[src/sacc_pkg.sv]
// shared constants and types of the conversion control block
package sacc_pkg;

  // result and channel widths
  localparam int RES_W = 10;
  localparam int CH_W = 4;
  localparam logic [RES_W-1:0] RES_RST = 10'h000;
  localparam logic [RES_W-1:0] SAR_FIRST_TRIAL = 10'h200;
  localparam logic [3:0] TEMP_CH = 4'h8;
  localparam logic [3:0] PAIR_CFG_RST = 4'h0;

  // start-mode field encodings
  localparam logic [1:0] START_SW = 2'b00;
  localparam logic [1:0] START_T3 = 2'b01;
  localparam logic [1:0] START_EXT = 2'b10;
  localparam logic [1:0] START_T2 = 2'b11;

  // gain field encodings, one-hot select positions
  localparam logic [2:0] GAIN_X1 = 3'h0;
  localparam logic [2:0] GAIN_X2 = 3'h1;
  localparam logic [2:0] GAIN_X4 = 3'h2;
  localparam logic [2:0] GAIN_X8 = 3'h3;
  localparam logic [2:0] GAIN_X16 = 3'h4;
  localparam logic [2:0] GAIN_RST = GAIN_X1;
  localparam logic [5:0] GSEL_HALF = 6'h01;
  localparam logic [5:0] GSEL_X1 = 6'h02;
  localparam logic [5:0] GSEL_X2 = 6'h04;
  localparam logic [5:0] GSEL_X4 = 6'h08;
  localparam logic [5:0] GSEL_X8 = 6'h10;
  localparam logic [5:0] GSEL_X16 = 6'h20;

  // track length and last convert count (16 clocks) in conversion clocks
  localparam logic [3:0] TRACK_CLKS = 4'h3;
  localparam logic [3:0] CONV_CLKS = 4'hf;
  localparam logic [3:0] DIV_CNT_RST = 4'h0;

  typedef enum logic [1:0] {
    SACC_IDLE,
    SACC_TRACK,
    SACC_CONVERT
  } sacc_state_t;

endpackage

[src/sacc_clk_div.sv]
// conversion clock tick generator, divide by 2, 4, 8 or 16
`timescale 1ns/100ps
module sacc_clk_div (
  // clock and reset
  input wire logic clk,
  input wire logic rst,
  // control
  input wire logic run,
  input wire logic [1:0] scale,
  // tick out
  output logic tick
);

  logic [3:0] cnt_r;
  logic [3:0] term;

  // terminal count is the division ratio minus one
  always_comb begin
    unique case (scale)
      2'b00: term = 4'h1;
      2'b01: term = 4'h3;
      2'b10: term = 4'h7;
      2'b11: term = 4'hf;
    endcase
  end

  // restart on every run so each phase begins on a whole period
  always_ff @(posedge clk) begin
    if (rst || !run || cnt_r >= term) begin
      cnt_r <= sacc_pkg::DIV_CNT_RST;
    end else begin
      cnt_r <= cnt_r + 4'h1;
    end
  end

  assign tick = run && (cnt_r == term);

endmodule

[src/sacc_ctrl.sv]
// conversion sequencing, input selection and result handling
`timescale 1ns/100ps
//
// Contract
// - converter, hold and amplifier run only while subsystem enable is one
// - mux offers eight external channels plus internal temperature sensor
// - selected gain applies equally to the temperature channel
// - each adjacent pair is single-ended or differential, changeable between conversions
// - after reset all pairs are single-ended
// - three-bit gain field selects 0.5, 1, 2, 4, 8 or 16
// - after reset gain is unity
// - conversion clock is system clock divided by 2, 4, 8 or 16
// - start mode picks software, timer 3, external edge or timer 2
// - external mode starts a conversion on convert-start rising edge
// - busy reads one during conversion and zero when complete
// - busy falling sets completion flag and interrupts if enabled; a shutdown abort drops busy without setting it
// - ten-bit result placed in byte pair, left or right justified
// - default track mode tracks continuously except during conversion
// - low-power internal trigger tracks three conversion clocks then converts
// - low-power external mode tracks only while convert-start is low
// - tracking disabled while chip is in standby or sleep
module sacc_ctrl (
  // clock and reset
  input wire logic SYS_CLK,
  input wire logic RESET,
  // enables
  input wire logic CONV_SUBSYS_ENABLE,
  input wire logic REF_BIAS_ENABLE,
  input wire logic CHIP_STANDBY,
  // conversion configuration
  input wire logic START_MODE_HI,
  input wire logic START_MODE_LO,
  input wire logic LOW_POWER_TRACK_MODE,
  input wire logic RESULT_LEFT_JUSTIFY,
  input wire logic [1:0] CONV_CLOCK_SCALE,
  input wire logic [2:0] AMP_GAIN_FIELD,
  // input multiplexer configuration
  input wire logic [3:0] MUX_CHANNEL_SELECT,
  input wire logic [3:0] MUX_PAIR_CONFIG,
  // start sources
  input wire logic CONV_BUSY_WRITE,
  input wire logic TIMER3_OVERFLOW,
  input wire logic TIMER2_OVERFLOW,
  input wire logic EXT_CONVERT_START,
  // completion interrupt
  input wire logic EOC_INT_ENABLE,
  input wire logic EOC_FLAG_CLEAR,
  // analog macro comparator
  input wire logic SAR_COMP_IN,
  // status
  output logic CONV_BUSY,
  output logic EOC_FLAG,
  output logic EOC_IRQ,
  output logic [7:0] RESULT_HIGH_BYTE,
  output logic [7:0] RESULT_LOW_BYTE,
  // analog controls
  output logic SUBSYS_POWER_ON,
  output logic BIAS_ON,
  output logic TRACK_ENABLE,
  output logic HOLD_CONVERT,
  output logic [9:0] SAR_DAC_CODE,
  output logic [3:0] MUX_POS_CH,
  output logic [2:0] MUX_NEG_CH,
  output logic MUX_DIFF,
  output logic [5:0] AMP_GAIN_SEL
);

  sacc_pkg::sacc_state_t state_r;
  sacc_pkg::sacc_state_t state_nxt;
  logic [3:0] phase_cnt_r;
  logic [3:0] phase_cnt_nxt;
  logic [9:0] sar_r;
  logic [9:0] trial_mask_r;
  logic [9:0] result_r;
  logic busy_r;
  logic busy_nxt;
  logic eoc_flag_r;
  logic done;
  logic sar_tick;
  logic [1:0] start_mode;
  logic ext_meta_r;
  logic ext_sync_r;
  logic ext_prev_r;
  logic ext_rise;
  logic trig;
  logic start_req;
  logic lp_ext_mode;
  logic track_r;
  logic hold_r;
  logic power_r;
  logic bias_r;
  logic [7:0] res_hi_r;
  logic [7:0] res_lo_r;
  logic [3:0] mux_pos_r;
  logic [2:0] mux_neg_r;
  logic mux_diff_r;
  logic [5:0] gain_sel_r;
  logic [1:0] pair_idx;

  assign start_mode = {START_MODE_HI, START_MODE_LO};
  assign lp_ext_mode = LOW_POWER_TRACK_MODE && (start_mode == sacc_pkg::START_EXT);

  // convert-start pin crosses in through two flops, edge taken after them
  always_ff @(posedge SYS_CLK) begin
    if (RESET) begin
      ext_meta_r <= 1'b0;
      ext_sync_r <= 1'b0;
      ext_prev_r <= 1'b0;
    end else begin
      ext_meta_r <= EXT_CONVERT_START;
      ext_sync_r <= ext_meta_r;
      ext_prev_r <= ext_sync_r;
    end
  end

  assign ext_rise = ext_sync_r && !ext_prev_r;

  // trigger source selection
  always_comb begin
    unique case (start_mode)
      sacc_pkg::START_SW: trig = CONV_BUSY_WRITE;
      sacc_pkg::START_T3: trig = TIMER3_OVERFLOW;
      sacc_pkg::START_EXT: trig = ext_rise;
      sacc_pkg::START_T2: trig = TIMER2_OVERFLOW;
    endcase
  end

  // triggers while busy or in shutdown are dropped
  assign start_req = trig && CONV_SUBSYS_ENABLE && !CHIP_STANDBY
                     && (state_r == sacc_pkg::SACC_IDLE);

  // conversion clock ticks only while a phase runs
  sacc_clk_div u_div (
    .clk(SYS_CLK),
    .rst(RESET),
    .run(state_r != sacc_pkg::SACC_IDLE),
    .scale(CONV_CLOCK_SCALE),
    .tick(sar_tick)
  );

  // sequencer
  always_comb begin
    state_nxt = state_r;
    phase_cnt_nxt = phase_cnt_r;
    busy_nxt = busy_r;
    done = 1'b0;
    if (!CONV_SUBSYS_ENABLE) begin
      // shutdown aborts silently, no completion flag
      state_nxt = sacc_pkg::SACC_IDLE;
      phase_cnt_nxt = sacc_pkg::DIV_CNT_RST;
      busy_nxt = 1'b0;
    end else begin
      unique case (state_r)
        sacc_pkg::SACC_IDLE: begin
          if (start_req) begin
            busy_nxt = 1'b1;
            phase_cnt_nxt = sacc_pkg::DIV_CNT_RST;
            // low-power internal triggers track first
            if (LOW_POWER_TRACK_MODE && start_mode != sacc_pkg::START_EXT) begin
              state_nxt = sacc_pkg::SACC_TRACK;
            end else begin
              state_nxt = sacc_pkg::SACC_CONVERT;
            end
          end
        end
        sacc_pkg::SACC_TRACK: begin
          if (sar_tick) begin
            if (phase_cnt_r == sacc_pkg::TRACK_CLKS - 4'h1) begin
              state_nxt = sacc_pkg::SACC_CONVERT;
              phase_cnt_nxt = sacc_pkg::DIV_CNT_RST;
            end else begin
              phase_cnt_nxt = phase_cnt_r + 4'h1;
            end
          end
        end
        sacc_pkg::SACC_CONVERT: begin
          if (sar_tick) begin
            if (phase_cnt_r == sacc_pkg::CONV_CLKS) begin
              // last bit already stored, so busy may drop
              state_nxt = sacc_pkg::SACC_IDLE;
              phase_cnt_nxt = sacc_pkg::DIV_CNT_RST;
              busy_nxt = 1'b0;
              done = 1'b1;
            end else begin
              phase_cnt_nxt = phase_cnt_r + 4'h1;
            end
          end
        end
        default: begin
          state_nxt = sacc_pkg::SACC_IDLE;
          busy_nxt = 1'b0;
        end
      endcase
    end
  end

  always_ff @(posedge SYS_CLK) begin
    if (RESET) begin
      state_r <= sacc_pkg::SACC_IDLE;
      phase_cnt_r <= sacc_pkg::DIV_CNT_RST;
      busy_r <= 1'b0;
    end else begin
      state_r <= state_nxt;
      phase_cnt_r <= phase_cnt_nxt;
      busy_r <= busy_nxt;
    end
  end

  // successive approximation, one bit per conversion clock
  always_ff @(posedge SYS_CLK) begin
    if (RESET) begin
      sar_r <= sacc_pkg::RES_RST;
      trial_mask_r <= sacc_pkg::RES_RST;
    end else if (state_r != sacc_pkg::SACC_CONVERT && state_nxt == sacc_pkg::SACC_CONVERT) begin
      sar_r <= sacc_pkg::SAR_FIRST_TRIAL;
      trial_mask_r <= sacc_pkg::SAR_FIRST_TRIAL;
    end else if (state_r == sacc_pkg::SACC_CONVERT && sar_tick && trial_mask_r != 10'h000) begin
      // comparator high keeps the trial bit, next bit tried at once
      sar_r <= (SAR_COMP_IN ? sar_r : (sar_r & ~trial_mask_r)) | (trial_mask_r >> 1);
      trial_mask_r <= trial_mask_r >> 1;
    end
  end

  // result held until the next conversion stores it, one conversion clock before completion
  always_ff @(posedge SYS_CLK) begin
    if (RESET) begin
      result_r <= sacc_pkg::RES_RST;
    end else if (state_r == sacc_pkg::SACC_CONVERT && sar_tick
                 && phase_cnt_r == sacc_pkg::CONV_CLKS - 4'h1) begin
      result_r <= sar_r;
    end
  end

  // justification follows the bit live, so it may be flipped after the fact
  always_ff @(posedge SYS_CLK) begin
    if (RESET) begin
      res_hi_r <= 8'h00;
      res_lo_r <= 8'h00;
    end else if (RESULT_LEFT_JUSTIFY) begin
      res_hi_r <= result_r[9:2];
      res_lo_r <= {result_r[1:0], 6'h00};
    end else begin
      res_hi_r <= {6'h00, result_r[9:8]};
      res_lo_r <= result_r[7:0];
    end
  end

  // completion flag: a set in the clear cycle wins
  always_ff @(posedge SYS_CLK) begin
    if (RESET) begin
      eoc_flag_r <= 1'b0;
    end else if (done) begin
      eoc_flag_r <= 1'b1;
    end else if (EOC_FLAG_CLEAR) begin
      eoc_flag_r <= 1'b0;
    end
  end

  // track and hold control
  always_ff @(posedge SYS_CLK) begin
    if (RESET) begin
      track_r <= 1'b0;
      hold_r <= 1'b0;
    end else if (!CONV_SUBSYS_ENABLE || CHIP_STANDBY) begin
      track_r <= 1'b0;
      hold_r <= 1'b0;
    end else begin
      hold_r <= state_nxt == sacc_pkg::SACC_CONVERT;
      unique case (state_nxt)
        sacc_pkg::SACC_TRACK: track_r <= 1'b1;
        sacc_pkg::SACC_CONVERT: track_r <= 1'b0;
        default: begin
          if (lp_ext_mode) begin
            track_r <= !ext_sync_r;
          end else begin
            track_r <= !LOW_POWER_TRACK_MODE;
          end
        end
      endcase
    end
  end

  // power and bias only with the subsystem enabled
  always_ff @(posedge SYS_CLK) begin
    if (RESET) begin
      power_r <= 1'b0;
      bias_r <= 1'b0;
    end else begin
      power_r <= CONV_SUBSYS_ENABLE;
      bias_r <= CONV_SUBSYS_ENABLE && REF_BIAS_ENABLE;
    end
  end

  assign pair_idx = MUX_CHANNEL_SELECT[2:1];

  // mux follows software only between conversions
  always_ff @(posedge SYS_CLK) begin
    if (RESET) begin
      mux_pos_r <= 4'h0;
      mux_neg_r <= 3'h0;
      mux_diff_r <= 1'b0;
    end else if (state_nxt == sacc_pkg::SACC_IDLE) begin
      if (MUX_CHANNEL_SELECT[3]) begin
        mux_pos_r <= sacc_pkg::TEMP_CH;
        mux_neg_r <= 3'h0;
        mux_diff_r <= 1'b0;
      end else if (MUX_PAIR_CONFIG[pair_idx]) begin
        mux_pos_r <= {1'b0, pair_idx, 1'b0};
        mux_neg_r <= {pair_idx, 1'b1};
        mux_diff_r <= 1'b1;
      end else begin
        mux_pos_r <= MUX_CHANNEL_SELECT;
        mux_neg_r <= 3'h0;
        mux_diff_r <= 1'b0;
      end
    end
  end

  // gain decode after the mux, same for every channel
  always_ff @(posedge SYS_CLK) begin
    if (RESET) begin
      gain_sel_r <= sacc_pkg::GSEL_X1;
    end else begin
      unique case (AMP_GAIN_FIELD)
        sacc_pkg::GAIN_X1: gain_sel_r <= sacc_pkg::GSEL_X1;
        sacc_pkg::GAIN_X2: gain_sel_r <= sacc_pkg::GSEL_X2;
        sacc_pkg::GAIN_X4: gain_sel_r <= sacc_pkg::GSEL_X4;
        sacc_pkg::GAIN_X8: gain_sel_r <= sacc_pkg::GSEL_X8;
        sacc_pkg::GAIN_X16: gain_sel_r <= sacc_pkg::GSEL_X16;
        default: gain_sel_r <= sacc_pkg::GSEL_HALF;
      endcase
    end
  end

  assign CONV_BUSY = busy_r;
  assign EOC_FLAG = eoc_flag_r;
  assign EOC_IRQ = eoc_flag_r && EOC_INT_ENABLE;
  assign RESULT_HIGH_BYTE = res_hi_r;
  assign RESULT_LOW_BYTE = res_lo_r;
  assign SUBSYS_POWER_ON = power_r;
  assign BIAS_ON = bias_r;
  assign TRACK_ENABLE = track_r;
  assign HOLD_CONVERT = hold_r;
  assign SAR_DAC_CODE = sar_r;
  assign MUX_POS_CH = mux_pos_r;
  assign MUX_NEG_CH = mux_neg_r;
  assign MUX_DIFF = mux_diff_r;
  assign AMP_GAIN_SEL = gain_sel_r;

endmodule

[config.mk]
export PLATFORM = sky130hd
export DESIGN_NAME = sacc_ctrl
export DESIGN_NICKNAME = d
export VERILOG_FILES = /design/src/sacc_pkg.sv /design/src/sacc_clk_div.sv /design/src/sacc_ctrl.sv
export SDC_FILE = /design/constraint.sdc
export NUM_CORES = 1
export LEC_CHECK = 0
export BUFFER_PORTS_ARGS = -buffer_cell sky130_fd_sc_hd__buf_2
export CAP_MARGIN = 20
export CORE_MARGIN = 3
export CORE_UTILIZATION = 50
export DETAILED_ROUTE_END_ITERATION = 8
export PLACE_DENSITY = 0.87
export REMOVE_ABC_BUFFERS = 1
export SLEW_MARGIN = 10
export SYNTH_ARGS = -nofsm -noshare
export SYNTH_HDL_FRONTEND = slang
export SYNTH_SLANG_ARGS = --single-unit
[constraint.sdc]
create_clock -name SYS_CLK -period 8.2 [get_ports SYS_CLK]
set_clock_uncertainty 0.2 [all_clocks]
set_input_delay 0.82 -clock SYS_CLK [delete_from_list [all_inputs] [get_ports SYS_CLK]]
set_output_delay 0.82 -clock SYS_CLK [all_outputs]
set_load 0.01 [all_outputs]
==> impl_metrics.env, run 1 <==
export IMPL_maxCapViolCount=0
export IMPL_cts_sinks=78
export IMPL_crit_path_top_delay_cell="or2_2"
export IMPL_reg2reg_from="state_r[0]"
export IMPL_post_route_period_util_pct=40.3
export IMPL_min_to="ext_sync_r"
export IMPL_drt_vias_per_instance=5.29
export IMPL_path_class="input pin to flip-flop"
export IMPL_grt_pass1_vias=2543
export IMPL_cts_buffers=9
export IMPL_cts_root_buf="clkbuf_8"
export IMPL_p_leak_nw=1.68
export IMPL_cp_cell_sequence="buf_2 > nand2_1 > ha_1 > nand4_2 > o31ai_1 > a2bb2oi_1 > o22ai_1 > ha_1 > nor2b_1 > or2_2 > a311oi_1"
export IMPL_htree_num_levels=3
export IMPL_rows=28
export IMPL_layout_commonest_cell="dfxtp_1"
export IMPL_cp_start_kind="input pin"
export IMPL_slew_limit_headroom_pct=34.4
export IMPL_period_needed_ns=3.31
export IMPL_wl_per_cell_um=13.4
export IMPL_clock_latency_ns=0.35
export IMPL_cp_end_kind="flip-flop"
export IMPL_post_cts_buffers=0
export IMPL_maxSlewViolCount=0
export IMPL_via_count=2626
export IMPL_start_util_pct=53.2
export IMPL_final_cell_mix="dfxtp_1 (78), buf_2 (75), nand2_1 (36)"
export IMPL_grt_pass1_wl_um=11200
export IMPL_clkTransAtPathRegs_ns=0.08
export IMPL_hp_start="ext_meta_r"
export IMPL_status="completed"
export IMPL_gp_congestion=0.843
export IMPL_power_density_nw_per_um2=187
export IMPL_coreArea_um2=6130
export IMPL_postCtsHoldBufs=0
export IMPL_final_instance_count_excl_fill=496
export IMPL_fmax_mhz=302
export IMPL_synth_seq_cells=78
export IMPL_finalSetupViolCount=0
export IMPL_boundaryPins=76
export IMPL_ctsResizeCount=0
export IMPL_synth_cells=343
export IMPL_async_reset_ff_share_pct=0
export IMPL_rrSetupSlack_ns=4.97
export IMPL_grt_total_usage_pct=19.1
export IMPL_tightest_slew_ns=0.970
export IMPL_portBuffers=75
export IMPL_die_w_um=86.8
export IMPL_min_path_type="flip-flop to flip-flop"
export IMPL_arrival_ns=3.37
export IMPL_synth_edf_count=0
export IMPL_path_max_fanout=17
export IMPL_antenna_found_initial=0
export IMPL_syn_avg_cell_area_um2=9.51
export IMPL_layout_drive_gt1_share_pct=24.7
export IMPL_dieArea_um2=7530
export IMPL_antenna_left=0
export IMPL_reg2reg_depth=11
export IMPL_placed_cells=480
export IMPL_seq_area_frac_synth_pct=47.9
export IMPL_n_antenna_cell=0
export IMPL_firstDrtPassIters=4
export IMPL_irDropWorstVdd_v=0.000144
export IMPL_syn_to_final_growth_pct=18.9
export IMPL_hold_violations=0
export IMPL_syn_area_um2=3260
export IMPL_overflow=0
export IMPL_max_stage_delay_ns=0.43
export IMPL_die_h_um=86.8
export IMPL_drcViolationCount=0
export IMPL_drt_initial_drc_count=120
export IMPL_ctsLongestPathBuffers=2
export IMPL_synth_distinct_cells=53
export IMPL_wirelength_um=6630
export IMPL_startpoint="CONV_CLOCK_SCALE[1]"
export IMPL_dpl_hpwl_um=4930
export IMPL_grt_max_degree=44
export IMPL_cts_tree="yes"
export IMPL_finalSetupTns_ns=0
export IMPL_rsz0062_at_grt="false"
export IMPL_path_common_cell="ha_1"
export IMPL_synth_warnings=0
export IMPL_synthFlopType="dfxtp_1"
export IMPL_r2r_end="SAR_DAC_CODE[7]"
export IMPL_nets=459
export IMPL_required_ns=8.26
export IMPL_whs_path_depth=1
-- cells by family after synthesis --
logic type	count (synthesis)	synth area share, %
and+or+nand+nor	148	24.6
DFF	78	47.9
buffers and inverters	23	2.88
adders and majority gates	14	5.37
xor gates and xnor gates	2	0.537
muxes	25	7.67
AOI/OAI and AO/OA	53	11.1
-- where the power goes --
| part | internal, mW | switching (mW) | leakage (nW) |
|---|---|---|---|
| clock network | 0.145 | 0.148 | 0.106 |
| logic | 0.0195 | 0.0258 | 0.945 |
| registers | 0.383 | 0.00216 | 0.631 |
| total | 0.548 | 0.176 | 1.68 |
-- through the flow --
step	util (%)	hold WS, ns	worst slack, ns	area [µm²]	total power [mW]
6_report	63.3	0.243	4.89	3880	0.724
5_1_grt	63.3	0.275	4.69	3880	0.754
4_1_cts	63.3	0.249	4.92	3880	0.731
3_5_place_dp	60.0	0.230	4.58	3680	0.440
3_3_place_gp	60.0	0.221	4.71	3680	0.437
2_1_floorplan	-	0.214	5.01	3210	0.418
-- Yosys cell counts (7+ instances only) --
cell type,n,share of area (%)
nor2_1,33,3.8
ha_1,14,5.4
clkbuf_1,11,1.3
a21oi_1,27,4.1
mux2i_1,25,7.7
dfxtp_1,78,48
inv_1,10,1.2
nand2b_1,11,2.1
and2_1,15,2.9
nor2b_1,12,2.3
nand3_1,7,1.1
nand2_1,36,4.1
-- metal layers --
| metal | part of all wire (%) | wire length (µm) | track usage, % |
|---|---|---|---|
| met5 | 0 | 0 | 0 |
| met4 | 2.1 | 142 | 7.79 |
| met3 | 5.5 | 367 | 7.32 |
| met2 | 52 | 3440 | 33.9 |
| met1 | 40 | 2680 | 20.0 |
-- worst max path at each step --
| stage | end | cells past startpoint |
|---|---|---|
| after floorplan | SAR_DAC_CODE[1] | 10 |
| after global placement | result_r[7] | 8 |
| final | SAR_DAC_CODE[7] | 11 |
| after CTS | SAR_DAC_CODE[7] | 11 |
| after detailed placement | SAR_DAC_CODE[7] | 11 |
| after global routing | SAR_DAC_CODE[7] | 11 |
-- worst max-delay path: cells and delay by family --
kind	cells	cell delay, ns
AOI/OAI and AO/OA	4	1.04
adders and majority gates	2	0.52
buffers and inverters	1	0.10
and+or+nand+nor	4	0.87
-- state kept, by name, summed over array words and instances (netlist names), 2 cells and up --
name / flops
MUX_POS_CH: 4
phase_cnt_r: 4
RESULT_HIGH_BYTE: 8
u_div.cnt_r: 4
MUX_NEG_CH: 3
RESULT_LOW_BYTE: 8
state_r: 2
SAR_DAC_CODE: 10
result_r: 10
trial_mask_r: 10
AMP_GAIN_SEL: 6
-- layout make-up --
| class | count | area (µm²) |
|---|---|---|
| fill | 513 | 2250 |
| clock buffer | 9 | 124 |
| tap | 75 | 93.8 |
| inverter | 10 | 37.5 |
| clock inverter | 7 | 81.3 |
| sequential | 78 | 1560 |
| timing repair buffer | 75 | 375 |
| multi-input combinational | 242 | 1610 |
(Power assumes the default switching activity.)
==> run 2: changes to the inputs <==
--- a/config.mk
+++ b/config.mk
@@ -8,7 +8,7 @@
 export BUFFER_PORTS_ARGS = -buffer_cell sky130_fd_sc_hd__buf_2
 export CAP_MARGIN = 20
 export CORE_MARGIN = 3
-export CORE_UTILIZATION = 50
+export CORE_UTILIZATION = 48
 export DETAILED_ROUTE_END_ITERATION = 8
 export PLACE_DENSITY = 0.87
 export REMOVE_ABC_BUFFERS = 1
==> constraint.sdc (replaced) <==
create_clock -name SYS_CLK -period 2.8 [get_ports SYS_CLK]
set_clock_uncertainty 0.2 [all_clocks]
set_input_delay 0.28 -clock SYS_CLK [delete_from_list [all_inputs] [get_ports SYS_CLK]]
set_output_delay 0.28 -clock SYS_CLK [all_outputs]
set_load 0.01 [all_outputs]
==> run 2 against run 1 <==
  * Combinational power grew to 3.5 times the previous value
  * Highest routed layer unchanged
  * Register-to-register slack worse by 4.8 ns
  * Non-clock buffer count is 24 higher
  * Critical path type is now flip-flop to flip-flop
  * Largest cell class unchanged
  * First-iteration DRC count is 10% higher
==> impl_metrics.env, run 2 (same netlist as run 1, synthesis figures left out) <==
export IMPL_final_cell_mix="dfxtp_1 (78), buf_2 (75), nand2_1 (36)"
export IMPL_n_antenna_cell=0
export IMPL_finalSetupViolCount=0
export IMPL_clkTransAtPathRegs_ns=0.08
export IMPL_power_internal_mw=1.62
export IMPL_cts_root_buf="clkbuf_8"
export IMPL_design_area_um2=4180
export IMPL_htree_num_levels=3
export IMPL_nets=484
export IMPL_start_util_pct=50.5
export IMPL_portBuffers=75
export IMPL_path_max_fanout=10
export IMPL_cp_start_kind="flip-flop"
export IMPL_hold_violations=0
export IMPL_wl_met1_um=3030
export IMPL_layout_drive_gt1_share_pct=29.4
export IMPL_grt_max_degree=29
export IMPL_combPwrFrac_pct=7.4
export IMPL_total_power_mw=2.14
export IMPL_maxSlewViolCount=0
export IMPL_period_needed_ns=2.66
export IMPL_firstDrtPassIters=4
export IMPL_switching_share_pct=24.3
export IMPL_place_area_um2=3780
export IMPL_seq_power_share_pct=52.7
export IMPL_wl_met3_um=353
export IMPL_clkPwrFrac_pct=39.9
export IMPL_die_w_um=88.5
export IMPL_wirelength_um=7180
export IMPL_tightest_slew_ns=0.596
export IMPL_rows=29
export IMPL_overflow=0
export IMPL_cts_sinks=78
export IMPL_layout_commonest_cell="dfxtp_1"
export IMPL_ctsLongestPathBuffers=2
export IMPL_boundaryPins=76
export IMPL_via_count=2713
export IMPL_grt_pass1_vias=2571
export IMPL_grt_pass1_wl_um=11500
export IMPL_wl_per_cell_um=13.7
export IMPL_antenna_found_initial=0
export IMPL_clock_latency_ns=0.35
export IMPL_maxCapViolCount=0
export IMPL_cts_buffers=9
export IMPL_dpl_hpwl_um=5010
export IMPL_coreArea_um2=6460
export IMPL_route_met2_wl_um=3590
export IMPL_highest_layer="met4"
export IMPL_die_h_um=88.5
export IMPL_grt_total_usage_pct=18.7
export IMPL_syn_to_final_growth_pct=28.2
export IMPL_status="completed"
export IMPL_min_path_type="input pin to flip-flop"
export IMPL_drt_vias_per_instance=5.19
export IMPL_drt_initial_drc_count=132
export IMPL_fmax_mhz=376
export IMPL_p_leak_nw=1.81
export IMPL_netSwitchingPower_mw=0.521
export IMPL_irDropWorstVdd_v=0.000272
export IMPL_required_ns=2.87
export IMPL_cts_tree="yes"
export IMPL_drcViolationCount=0
export IMPL_slew_limit_headroom_pct=60.2
export IMPL_gp_congestion=0.867
export IMPL_dieArea_um2=7820
export IMPL_power_density_nw_per_um2=512
export IMPL_path_class="flip-flop to flip-flop"
export IMPL_post_route_period_util_pct=94.9
export IMPL_arrival_ns=2.73
export IMPL_antenna_left=0
export IMPL_cp_end_kind="flip-flop"
## run 2: cell types whose count changed in the layout (fill, tap and decap cells not counted), moves of 2 or more
cell,previous run,this run
dlygate4sd3_1,0,9
ha_2,0,2
o31ai_1,2,0
a2bb2oi_2,0,2
ha_1,14,10
ha_4,0,2
buf_4,0,15
a2bb2oi_1,2,0
## run 2: stage by stage
stage	TNS [ns]	hold slack (ns)	utilization, %	worst slack [ns]	cells
2_1_floorplan	-0.00104	0.149	-	-0.00104	330
3_5_place_dp	-0.391	0.236	58.6	-0.0914	496
3_3_place_gp	0	0.219	58.6	0.0597	496
5_1_grt	-0.0173	0.0355	64.8	-0.0120	523
6_report	0	0.0489	64.8	0.142	523
4_1_cts	0	0.0241	63.3	0.0436	521
## run 2: layout make-up
cell class	count	area, µm²
multi-input cells	243	1710
clock inverters	7	80.1
clock buffers	9	124
repair buffers	99	578
well taps	77	96.3
flip-flops and latches	78	1560
fillers	550	2280
inverters	10	37.5
## run 2: final timing paths
path | from | end | slack, ns | cells after the start
worst max-delay path | state_r[0] | MUX_NEG_CH[1] | 0.14 | 12
worst min-delay path | MUX_CHANNEL_SELECT[2] | MUX_POS_CH[2] | 0.05 | 3
worst max register to register | state_r[0] | MUX_NEG_CH[1] | 0.14 | 12
worst min register to register | ext_meta_r | ext_sync_r | 0.25 | 1
## run 2: what timing repair did
item,4_1_cts,5_1_grt
hold buffers,9,0
gates cloned,0,1
setup buffers,0,1
hold endpoints to repair,8,0
pin swaps,0,2
gates resized for setup,3,14
setup endpoints to repair,18,27
## run 2: power groups by stage
| stage | combinational (mW) | sequential (mW) | clock [mW] |
|---|---|---|---|
| final | 0.158 | 1.13 | 0.854 |
| after global routing | 0.175 | 1.13 | 0.919 |
| after CTS | 0.149 | 1.13 | 0.873 |
| after detailed placement | 0.138 | 1.15 | 0 |
| after global placement | 0.135 | 1.15 | 0 |
| after floorplan | 0.0657 | 1.16 | 0 |
## run 2: layer usage
metal  GRT usage (%)  vias up
met2            32.6       73
met3            5.31       19
met5               0        -
met1            20.8     1235
li1                -     1386
met4            9.62        0
## run 2: worst max-delay path, stage by stage (launching register included)
cell and delay [ns]:
dfxtp_1 0.34, inv_1 0.06, ha_1 0.21, or4b_4 0.48
o211ai_1 0.13, nand4_1 0.14, a2bb2oi_2 0.17, nand2b_4 0.15
buf_4 0.11, ha_4 0.18, nand3_1 0.10, nand2b_1 0.16
a21oi_1 0.15
